File: src/rtl/htm_pkg.sv
// What this block does
// - On-request: convert only on host command
// - Automatic mode wakes itself each rate interval
// - On-request plus seven periodic rate choices
// - Humidity, temperature resolution 9/11/14 bits separately
// - Conversion length follows configured resolution
// - Host-controlled heater enable, on and off
// - Ignore bus glitches up to 50 ns
// - Power-up enters sleep, waits for host
package htm_pkg;
    // Clock rate in MHz
    localparam int unsigned CLK_MHZ        = 100;
    // Glitch width to reject, ns
    localparam int unsigned GLITCH_NS      = 50;
    // Stable cycles needed before a bus level is accepted
    localparam int unsigned GLITCH_CYC     = (GLITCH_NS * CLK_MHZ + 999) / 1000 + 1;
    // Conversion times in us, humidity then temperature
    localparam int unsigned HUM_CT_9_US    = 275;
    localparam int unsigned HUM_CT_11_US   = 400;
    localparam int unsigned HUM_CT_14_US   = 660;
    localparam int unsigned TMP_CT_9_US    = 225;
    localparam int unsigned TMP_CT_11_US   = 350;
    localparam int unsigned TMP_CT_14_US   = 610;
    // Rate periods in ms for codes 1..7 (5, 2, 1, 0.2, 0.1 Hz, 1/60, 1/120 Hz)
    localparam int unsigned PER_1_MS       = 200;
    localparam int unsigned PER_2_MS       = 500;
    localparam int unsigned PER_3_MS       = 1000;
    localparam int unsigned PER_4_MS       = 5000;
    localparam int unsigned PER_5_MS       = 10000;
    localparam int unsigned PER_6_MS       = 60000;
    localparam int unsigned PER_7_MS       = 120000;
    // Timebase: one tick per microsecond
    localparam int unsigned TICK_CYC       = CLK_MHZ;
    // Rate code for on-request operation
    localparam logic [2:0]  RATE_ON_REQ    = 3'h0;
    // Resolution codes
    localparam logic [1:0]  RES_14         = 2'h0;
    localparam logic [1:0]  RES_11         = 2'h1;
    localparam logic [1:0]  RES_9          = 2'h2;
    // Sequencer states
    typedef enum logic [2:0] {
        HTM_SLEEP = 3'h1,
        HTM_HUM   = 3'h2,
        HTM_TMP   = 3'h4
    } htm_state_t;
endpackage

File: src/rtl/htm_glitch_filter.sv
`timescale 1ns/10ps
// Synchronises a pin and accepts a new level only once it has held
module htm_glitch_filter
    import htm_pkg::*;
#(
    parameter int unsigned STABLE = htm_pkg::GLITCH_CYC
)(
    // Clock and reset
    input  wire logic core_clk,
    input  wire logic rst_n,
    // Pin in, filtered level out
    input  wire logic pin_i,
    output logic      level_o
);
    typedef struct packed {
        logic       s1;   // First synchroniser stage
        logic       s2;   // Second synchroniser stage
        logic [7:0] cnt;  // Cycles the new level has held
        logic       lvl;  // Accepted level
    } htm_gf_t;
    htm_gf_t st_q, st_d;
    ////////////////////////////////////////////////////////////////
    // Next state: a pulse shorter than STABLE cycles never reaches lvl
    always_comb
    begin
        st_d    = st_q;
        st_d.s1 = pin_i;
        st_d.s2 = st_q.s1;
        if (st_q.s2 == st_q.lvl)
        begin
            st_d.cnt = 8'h00;
        end
        else if (st_q.cnt >= 8'(STABLE - 1))
        begin
            st_d.lvl = st_q.s2;
            st_d.cnt = 8'h00;
        end
        else
        begin
            st_d.cnt = st_q.cnt + 8'h01;
        end
    end
    // Register; idle bus level is high
    always_ff @(posedge core_clk)
    begin
        if (!rst_n)
            st_q <= '{s1: 1'b1, s2: 1'b1, cnt: 8'h00, lvl: 1'b1};
        else
            st_q <= st_d;
    end
    assign level_o = st_q.lvl;
    ////////////////////////////////////////////////////////////////
    property p_glitch_hold;
        @(posedge core_clk) disable iff (!rst_n)
        $changed(st_q.lvl) |-> $past(st_q.s2, 1) == st_q.lvl
            && $past(st_q.s2, 2) == st_q.lvl && $past(st_q.s2, 5) == st_q.lvl;
    endproperty
    a_glitch_hold: assert property (p_glitch_hold) else $error("short pulse taken");
endmodule

File: src/rtl/htm_sequencer.sv
`timescale 1ns/10ps
// Measurement sequencer: sleep, humidity conversion, temperature conversion
module htm_sequencer
    import htm_pkg::*;
#(
    parameter int unsigned TICK     = htm_pkg::TICK_CYC,  // Cycles per microsecond tick
    parameter int unsigned MS_TICKS = 1000                // Ticks per millisecond
)(
    // Clock and reset
    input  wire logic       core_clk,
    input  wire logic       rst_n,
    // Serial bus pins, raw (filtered inside)
    input  wire logic       scl_i,
    input  wire logic       sda_i,
    output logic            scl_filt,
    output logic            sda_filt,
    // Control from the bus register logic
    input  wire logic       meas_trig,         // One-cycle start request
    input  wire logic [2:0] output_sample_rate,
    input  wire logic [1:0] hum_res,
    input  wire logic [1:0] tmp_res,
    input  wire logic       hum_en,            // Convert humidity
    input  wire logic       tmp_en,            // Convert temperature
    input  wire logic       heater_en_i,
    // Status
    output logic            heater_on,
    output logic            asleep,
    output logic            converting,
    output logic            hum_done,          // One-cycle pulse
    output logic            tmp_done           // One-cycle pulse
);
    import htm_pkg::*;
    ////////////////////////////////////////////////////////////////
    // Duration helpers
    function automatic logic [9:0] hum_ct(input logic [1:0] r);
        case (r)
            RES_9:   hum_ct = 10'(HUM_CT_9_US);
            RES_11:  hum_ct = 10'(HUM_CT_11_US);
            default: hum_ct = 10'(HUM_CT_14_US);
        endcase
    endfunction
    function automatic logic [9:0] tmp_ct(input logic [1:0] r);
        case (r)
            RES_9:   tmp_ct = 10'(TMP_CT_9_US);
            RES_11:  tmp_ct = 10'(TMP_CT_11_US);
            default: tmp_ct = 10'(TMP_CT_14_US);
        endcase
    endfunction
    function automatic logic [16:0] period_ms(input logic [2:0] r);
        case (r)
            3'h1:    period_ms = 17'(PER_1_MS);
            3'h2:    period_ms = 17'(PER_2_MS);
            3'h3:    period_ms = 17'(PER_3_MS);
            3'h4:    period_ms = 17'(PER_4_MS);
            3'h5:    period_ms = 17'(PER_5_MS);
            3'h6:    period_ms = 17'(PER_6_MS);
            default: period_ms = 17'(PER_7_MS);
        endcase
    endfunction
    ////////////////////////////////////////////////////////////////
    // Glitch filters for the two bus inputs
    logic scl_lvl;   // Filtered clock level
    logic sda_lvl;   // Filtered data level
    htm_glitch_filter u_scl (.core_clk(core_clk), .rst_n(rst_n), .pin_i(scl_i), .level_o(scl_lvl));
    htm_glitch_filter u_sda (.core_clk(core_clk), .rst_n(rst_n), .pin_i(sda_i), .level_o(sda_lvl));
    ////////////////////////////////////////////////////////////////
    typedef struct packed {
        htm_state_t  state;     // Sequencer state
        logic [6:0]  pre;       // Cycle divider to microsecond tick
        logic [9:0]  conv;      // Conversion microseconds left
        logic [9:0]  us;        // Microseconds within the current ms
        logic [16:0] ms;        // Milliseconds since last auto wake
        logic [2:0]  rate;      // Rate seen last cycle
        logic        heat;      // Heater drive
        logic        hdone;     // Humidity done pulse
        logic        tdone;     // Temperature done pulse
        logic        scl;       // Output copies of filtered pins
        logic        sda;
    } htm_seq_t;
    htm_seq_t st_q, st_d;
    logic tick;      // One-cycle microsecond enable
    logic wake;      // Automatic wake-up request
    logic start;     // Any request to leave sleep
    ////////////////////////////////////////////////////////////////
    // Next state
    always_comb
    begin
        st_d       = st_q;
        st_d.hdone = 1'b0;
        st_d.tdone = 1'b0;
        st_d.scl   = scl_lvl;
        st_d.sda   = sda_lvl;
        st_d.rate  = output_sample_rate;
        st_d.heat  = heater_en_i;
        tick       = (st_q.pre == 7'(TICK - 1));
        st_d.pre   = tick ? 7'h00 : st_q.pre + 7'h01;
        wake       = 1'b0;
        // Interval timer, restarted on any rate change
        if (output_sample_rate != st_q.rate || output_sample_rate == RATE_ON_REQ)
        begin
            st_d.us = 10'h000;
            st_d.ms = 17'h00000;
        end
        else if (tick)
        begin
            if (st_q.us == 10'(MS_TICKS - 1))
            begin
                st_d.us = 10'h000;
                if (st_q.ms == period_ms(st_q.rate) - 17'h00001)
                begin
                    st_d.ms = 17'h00000;
                    wake    = 1'b1;
                end
                else
                    st_d.ms = st_q.ms + 17'h00001;
            end
            else
                st_d.us = st_q.us + 10'h001;
        end
        // In on-request mode only the host command starts work
        start = (output_sample_rate == RATE_ON_REQ) ? meas_trig : wake;
        case (st_q.state)
            HTM_SLEEP:
            begin
                if (start && hum_en)
                begin
                    st_d.state = HTM_HUM;
                    st_d.conv  = hum_ct(hum_res);
                end
                else if (start && tmp_en)
                begin
                    st_d.state = HTM_TMP;
                    st_d.conv  = tmp_ct(tmp_res);
                end
            end
            HTM_HUM:
            begin
                if (tick)
                begin
                    if (st_q.conv <= 10'h001)
                    begin
                        st_d.hdone = 1'b1;
                        st_d.state = tmp_en ? HTM_TMP : HTM_SLEEP;
                        st_d.conv  = tmp_ct(tmp_res);
                    end
                    else
                        st_d.conv = st_q.conv - 10'h001;
                end
            end
            HTM_TMP:
            begin
                if (tick)
                begin
                    if (st_q.conv <= 10'h001)
                    begin
                        st_d.tdone = 1'b1;
                        st_d.state = HTM_SLEEP;
                    end
                    else
                        st_d.conv = st_q.conv - 10'h001;
                end
            end
            default:
                st_d.state = HTM_SLEEP;
        endcase
    end
    ////////////////////////////////////////////////////////////////
    // Register; power-up lands in sleep with heater off
    always_ff @(posedge core_clk)
    begin
        if (!rst_n)
        begin
            st_q       <= '0;
            st_q.state <= HTM_SLEEP;
            st_q.scl   <= 1'b1;
            st_q.sda   <= 1'b1;
        end
        else
            st_q <= st_d;
    end
    // Outputs from flops; asleep and converting are decoded from the state flops
    assign heater_on  = st_q.heat;
    assign asleep     = (st_q.state == HTM_SLEEP);
    assign converting = (st_q.state != HTM_SLEEP);
    assign hum_done   = st_q.hdone;
    assign tmp_done   = st_q.tdone;
    assign scl_filt   = st_q.scl;
    assign sda_filt   = st_q.sda;
    ////////////////////////////////////////////////////////////////
    property p_no_req_start;
        @(posedge core_clk) disable iff (!rst_n)
        ($past(output_sample_rate) == RATE_ON_REQ && $rose(converting)) |-> $past(meas_trig);
    endproperty
    a_no_req_start: assert property (p_no_req_start) else $error("start unasked");
    property p_auto_start;
        @(posedge core_clk) disable iff (!rst_n)
        (wake && asleep && hum_en) |=> converting;
    endproperty
    a_auto_start: assert property (p_auto_start) else $error("auto wake missed");
    property p_sleep_after;
        @(posedge core_clk) disable iff (!rst_n)
        tmp_done |-> asleep;
    endproperty
    a_sleep_after: assert property (p_sleep_after) else $error("awake after result");
    property p_hum_len;
        @(posedge core_clk) disable iff (!rst_n)
        (asleep && start && hum_en && hum_res == RES_9) |=> (st_q.conv == 10'(HUM_CT_9_US));
    endproperty
    a_hum_len: assert property (p_hum_len) else $error("humidity length wrong");
    property p_tmp_len;
        @(posedge core_clk) disable iff (!rst_n)
        (hum_done && tmp_en && tmp_res == RES_11) |-> (st_q.conv == 10'(TMP_CT_11_US));
    endproperty
    a_tmp_len: assert property (p_tmp_len) else $error("temperature length wrong");
    property p_heater;
        @(posedge core_clk) disable iff (!rst_n)
        heater_en_i |=> heater_on;
    endproperty
    a_heater: assert property (p_heater) else $error("heater not following");
    property p_restart;
        @(posedge core_clk) disable iff (!rst_n)
        (output_sample_rate != st_q.rate) |=> (st_q.ms == 17'h00000 && st_q.us == 10'h000);
    endproperty
    a_restart: assert property (p_restart) else $error("timer not restarted");
    property p_period;
        @(posedge core_clk) disable iff (!rst_n)
        wake |-> st_q.ms == period_ms(st_q.rate) - 17'h00001;
    endproperty
    a_period: assert property (p_period) else $error("wake at wrong interval");
    property p_reset_sleep;
        @(posedge core_clk)
        !rst_n |=> asleep;
    endproperty
    a_reset_sleep: assert property (p_reset_sleep) else $error("awake after reset");
endmodule

File: config.mk
export PLATFORM = sky130hd
export DESIGN_NAME = htm_sequencer
export DESIGN_NICKNAME = d
export VERILOG_FILES = /design/src/rtl/htm_pkg.sv /design/src/rtl/htm_glitch_filter.sv /design/src/rtl/htm_sequencer.sv
export SDC_FILE = /design/constraint.sdc
export NUM_CORES = 1
export LEC_CHECK = 0
export BUFFER_PORTS_ARGS = -buffer_cell sky130_fd_sc_hd__buf_2
export CAP_MARGIN = 15
export CORE_ASPECT_RATIO = 1.25
export CORE_MARGIN = 2
export CORE_UTILIZATION = 51
export CTS_CLUSTER_SIZE = 12
export DETAILED_ROUTE_END_ITERATION = 10
export MAX_ROUTING_LAYER = met4
export PLACE_DENSITY = 0.67
export SLEW_MARGIN = 20
export SYNTH_ARGS = -nofsm -noshare
export SYNTH_HDL_FRONTEND = slang
export SYNTH_SLANG_ARGS = --single-unit
export TNS_END_PERCENT = 30
File: constraint.sdc
create_clock -name core_clk -period 6.12 [get_ports core_clk]
set_input_delay 0.306 -clock core_clk [delete_from_list [all_inputs] [get_ports core_clk]]
set_output_delay 0.306 -clock core_clk [all_outputs]
set_load 0.02 [all_outputs]
==> run_results.csv <==
group,metric,value,unit
run_status,status,"completed",
power,power_leakage,1.62,nW
timing,fin_skew,0.0158,ns
synthesis,yosysUniqueCellTypes,60,
final_layout,final_common_cell,"dfxtp_1",
job,maxCapViolCount,0,
setup_path,endpoint_kind,"flip-flop",
synthesis,synth_top_family_by_area,"simple AND/OR/NAND/NOR gates",
power,pwr-share-seq,0.465,
hold_path,hold_end,"u_sda.st_d[9]",
synthesis,ys_seq_elements,77,
detailed_routing,finalWirelength,7970,µm
final_layout,num-nets-final,532,
synthesis,synth_cells,477,
floorplan,die_y,103,µm
grt,grt_pass1_wl,13700,µm
synthesis,synthSimpleGateAreaFrac,0.256,
floorplan,num_io_pins,22,
power,powerDensity,280,nW/µm²
grt,overflow,0,
synthesis,ys.flop_type,"dfxtp_1",
timing,maxSlewViolCount,0,
final_layout,area_delta_synth_final,8.75,%
floorplan,die-area,8610,µm²
final_layout,final_cell_mix,"dfxtp_1, nor2_1, nand2_1, xor2_1, a21oi_1",
power,peakVddDrop,0.000191,V
cts,post-cts-setup-buffers,0,
timing,setup_violations,0,
grt,antenna_found_initial,0,
final_layout,ff_latch_area,1540,µm²
grt,grt_max_degree,32,
synthesis,synthAdderAreaFrac,0.0592,
cts,cts_resized,0,
synthesis,synth-xor-area-share,0.0981,
synthesis,yosys_warnings,0,
grt,grt_pass1_vias,3109,
cts,cts_tree,"yes",
power,intPower,0.804,mW
cts,root_buffer,"clkbuf_8",
timing,finalCritPeriodShare,0.659,
synthesis,synth_area,4020,µm²
detailed_routing,antenna_left,0,
detailed_routing,via_count,3292,
floorplan,rows,36,
timing,rsz0062_at_grt,"false",
detailed_routing,firstDrtPassIters,4,
grt,grt_util_all_layers,0.201,
setup_path,regToRegStartpoint,"st_q[6]",
setup_path,crit_start,"st_q[6]",
hold_path,hp-class,"in -> reg",
timing,hold_violations,0,
placed_design,portBuffers,21,
final_layout,num-fill-cells,725,
setup_path,arrival,4.27,ns
power,combPwrFrac,0.235,
synthesis,async_reset_ff_frac,0,
synthesis,synth-edff-count,0,
placed_design,gp_congestion,0.880,
synthesis,synth_compound_area_frac,0.149,
setup_path,worstReg2RegEnd,"st_q[38]",
cts,clock-sinks,77,
setup_path,cp-start-kind,"flip-flop",
cts,numCtsBuffers,9,
detailed_routing,drc,0,
timing,fmax,248,MHz
detailed_routing,wire_per_inst,13.3,µm
synthesis,postSynthAreaPerCell,8.42,µm²
cts,insertion_delay,0.36,ns
setup_path,critPathKind,"reg -> reg",
detailed_routing,vias_per_cell,5.51,
synthesis,synthMuxAreaShare,0.00997,
final_layout,drive_above_1_share,0.107,
timing,worst_pin_slew,0.838,ns
timing,setup_tns,0,ns
cts,cts_buffer_depth,2,
power,pwr-share-clk,0.300,
floorplan,core-area,7700,µm²
setup_path,timing.reg2reg.worst_path_depth,12,
floorplan,initial_core_util,0.522,
cts,htree_levels,3,
cts,cts_hold_buf,0,
final_layout,n_antenna_cell,0,
timing,fin_crit,4.03,ns
floorplan,die_x,83.4,µm
power,total_power,1.22,mW
hold_path,worstHoldPathCells,2,
detailed_routing,drt_iter0_drc,128,
placed_design,place_hpwl,5770,µm
cts,clk_pin_slew_worst_paths,0.10,ns
final_layout,multiInputGateArea,2330,µm²
setup_path,critical_path.max_fanout,21,
setup_path,required,6.36,ns
power,switching_share,0.343,
timing,maxSlewHeadroom,0.441,
synthesis,ys_seq_area_frac,0.384,
setup_path,r2r_slack,2.09,ns
power,netSwitchingPower,0.420,mW
hold_path,min-delay-start,"sda_i",
-- worst max-delay path, stage by stage (launching register included) --
cell       delay [ns]
dfxtp_1          0.74
and2b_1          0.29
nand2_1          0.08
ha_1             0.31
xor2_1           0.15
nand3_1          0.10
or4b_4           0.53
a2111oi_4        0.39
nand4_2          0.18
a21oi_2          0.71
o21ai_2          0.11
a22oi_1          0.21
o22ai_1          0.10
-- per-stage QoR --
step | utilization | setup slack, ns | cell area (µm²) | hold WS, ns | cells
2_1_floorplan | - | 3.01 | 4040 | 0.386 | 484
3_3_place_gp | 0.543 | 2.33 | 4180 | 0.389 | 582
3_5_place_dp | 0.543 | 2.17 | 4180 | 0.402 | 582
4_1_cts | 0.567 | 2.09 | 4370 | 0.116 | 598
5_1_grt | 0.567 | 1.74 | 4370 | 0.127 | 598
6_report | 0.567 | 2.09 | 4370 | 0.130 | 598
-- flip-flops by register name, indices dropped and copies added, names as in the netlist --
| name | count |
|---|---|
| st_q | 50 |
| u_scl.st_q | 9 |
| u_sda.st_q | 9 |
| heater_on | 1 |
| hum_done | 1 |
| scl_filt | 1 |
| sda_filt | 1 |
| tmp_done | 1 |
| u_scl.level_o | 1 |
| u_scl.st_d | 1 |
| u_sda.level_o | 1 |
| u_sda.st_d | 1 |
-- cell families (layout without fill, tap and decap cells) --
kind of cell	count (synthesis)	in the layout
AO/OA/AOI/OAI	86	86
XOR/XNOR	45	45
adder cells (fa/ha/maj)	19	19
buffers and inverters	41	60
flip-flops	77	77
multiplexers	4	4
other	1	8
AND/OR/NAND/NOR	204	204
-- cell type report --
| class | instances | area share |
|---|---|---|
| flip-flops and latches | 77 | 0.353 |
| clock buffers | 9 | 0.0284 |
| multi-input cells | 366 | 0.532 |
| inverters | 22 | 0.0189 |
| clock inverters | 7 | 0.0146 |
| well taps | 95 | 0.0272 |
| repair buffers | 22 | 0.0258 |
-- power groups by stage --
| stage | sequential [mW] | clock, mW | combinational [mW] |
|---|---|---|---|
| global placement | 0.579 | 0 | 0.276 |
| global route | 0.575 | 0.398 | 0.322 |
| CTS | 0.569 | 0.379 | 0.285 |
| finish | 0.570 | 0.367 | 0.288 |
| detailed placement | 0.580 | 0 | 0.282 |
| floorplan | 0.563 | 0 | 0.247 |
-- cells in the mapped netlist (2+ instances only) --
| master | instances | share of area |
|---|---|---|
| a2111oi_4 | 2 | 0.014 |
| a211oi_1 | 5 | 0.0093 |
| a21oi_1 | 23 | 0.029 |
| a22oi_1 | 4 | 0.0075 |
| a31o_2 | 2 | 0.0044 |
| a31oi_1 | 6 | 0.0093 |
| a32oi_1 | 3 | 0.0065 |
| and2_1 | 8 | 0.012 |
| and3_1 | 6 | 0.0093 |
| buf_2 | 3 | 0.0037 |
| buf_4 | 3 | 0.0056 |
| clkbuf_1 | 11 | 0.010 |
| dfxtp_1 | 77 | 0.38 |
| ha_1 | 19 | 0.059 |
| inv_1 | 22 | 0.021 |
| mux2i_1 | 4 | 0.010 |
| nand2_1 | 41 | 0.038 |
| nand2b_1 | 16 | 0.025 |
| nand3_1 | 22 | 0.027 |
| nand4_1 | 7 | 0.011 |
| nor2_1 | 61 | 0.057 |
| nor2_2 | 2 | 0.0031 |
| nor2b_1 | 3 | 0.0047 |
| nor3_1 | 5 | 0.0062 |
| nor4_1 | 4 | 0.0062 |
| nor4b_1 | 2 | 0.0044 |
| o2111ai_1 | 2 | 0.0044 |
| o211ai_1 | 2 | 0.0037 |
| o21ai_0 | 19 | 0.024 |
| o22ai_1 | 4 | 0.0062 |
| or2_1 | 2 | 0.0031 |
| or2_2 | 4 | 0.0062 |
| or3_1 | 10 | 0.016 |
| or4_1 | 4 | 0.0075 |
| xnor2_1 | 17 | 0.037 |
| xor2_1 | 28 | 0.061 |
-- metal layers --
| layer | GRT usage | routed length [µm] | share of wire |
|---|---|---|---|
| met2 | 0.358 | 4000 | 0.50 |
| met5 | - | 0 | 0 |
| met4 | 0.0870 | 172 | 0.022 |
| met3 | 0.0341 | 192 | 0.024 |
| met1 | 0.225 | 3600 | 0.45 |
-- how the worst max path moves through the flow --
stage | to | slack [ns] | cells past startpoint
6_report | st_q[38] | 2.09 | 12
5_1_grt | st_q[38] | 1.74 | 12
4_1_cts | st_q[38] | 2.09 | 12
3_5_place_dp | st_q[38] | 2.17 | 12
3_3_place_gp | st_q[38] | 2.33 | 12
2_1_floorplan | st_q[38] | 3.01 | 14
Note: power is estimated with default switching activity, not from simulation.
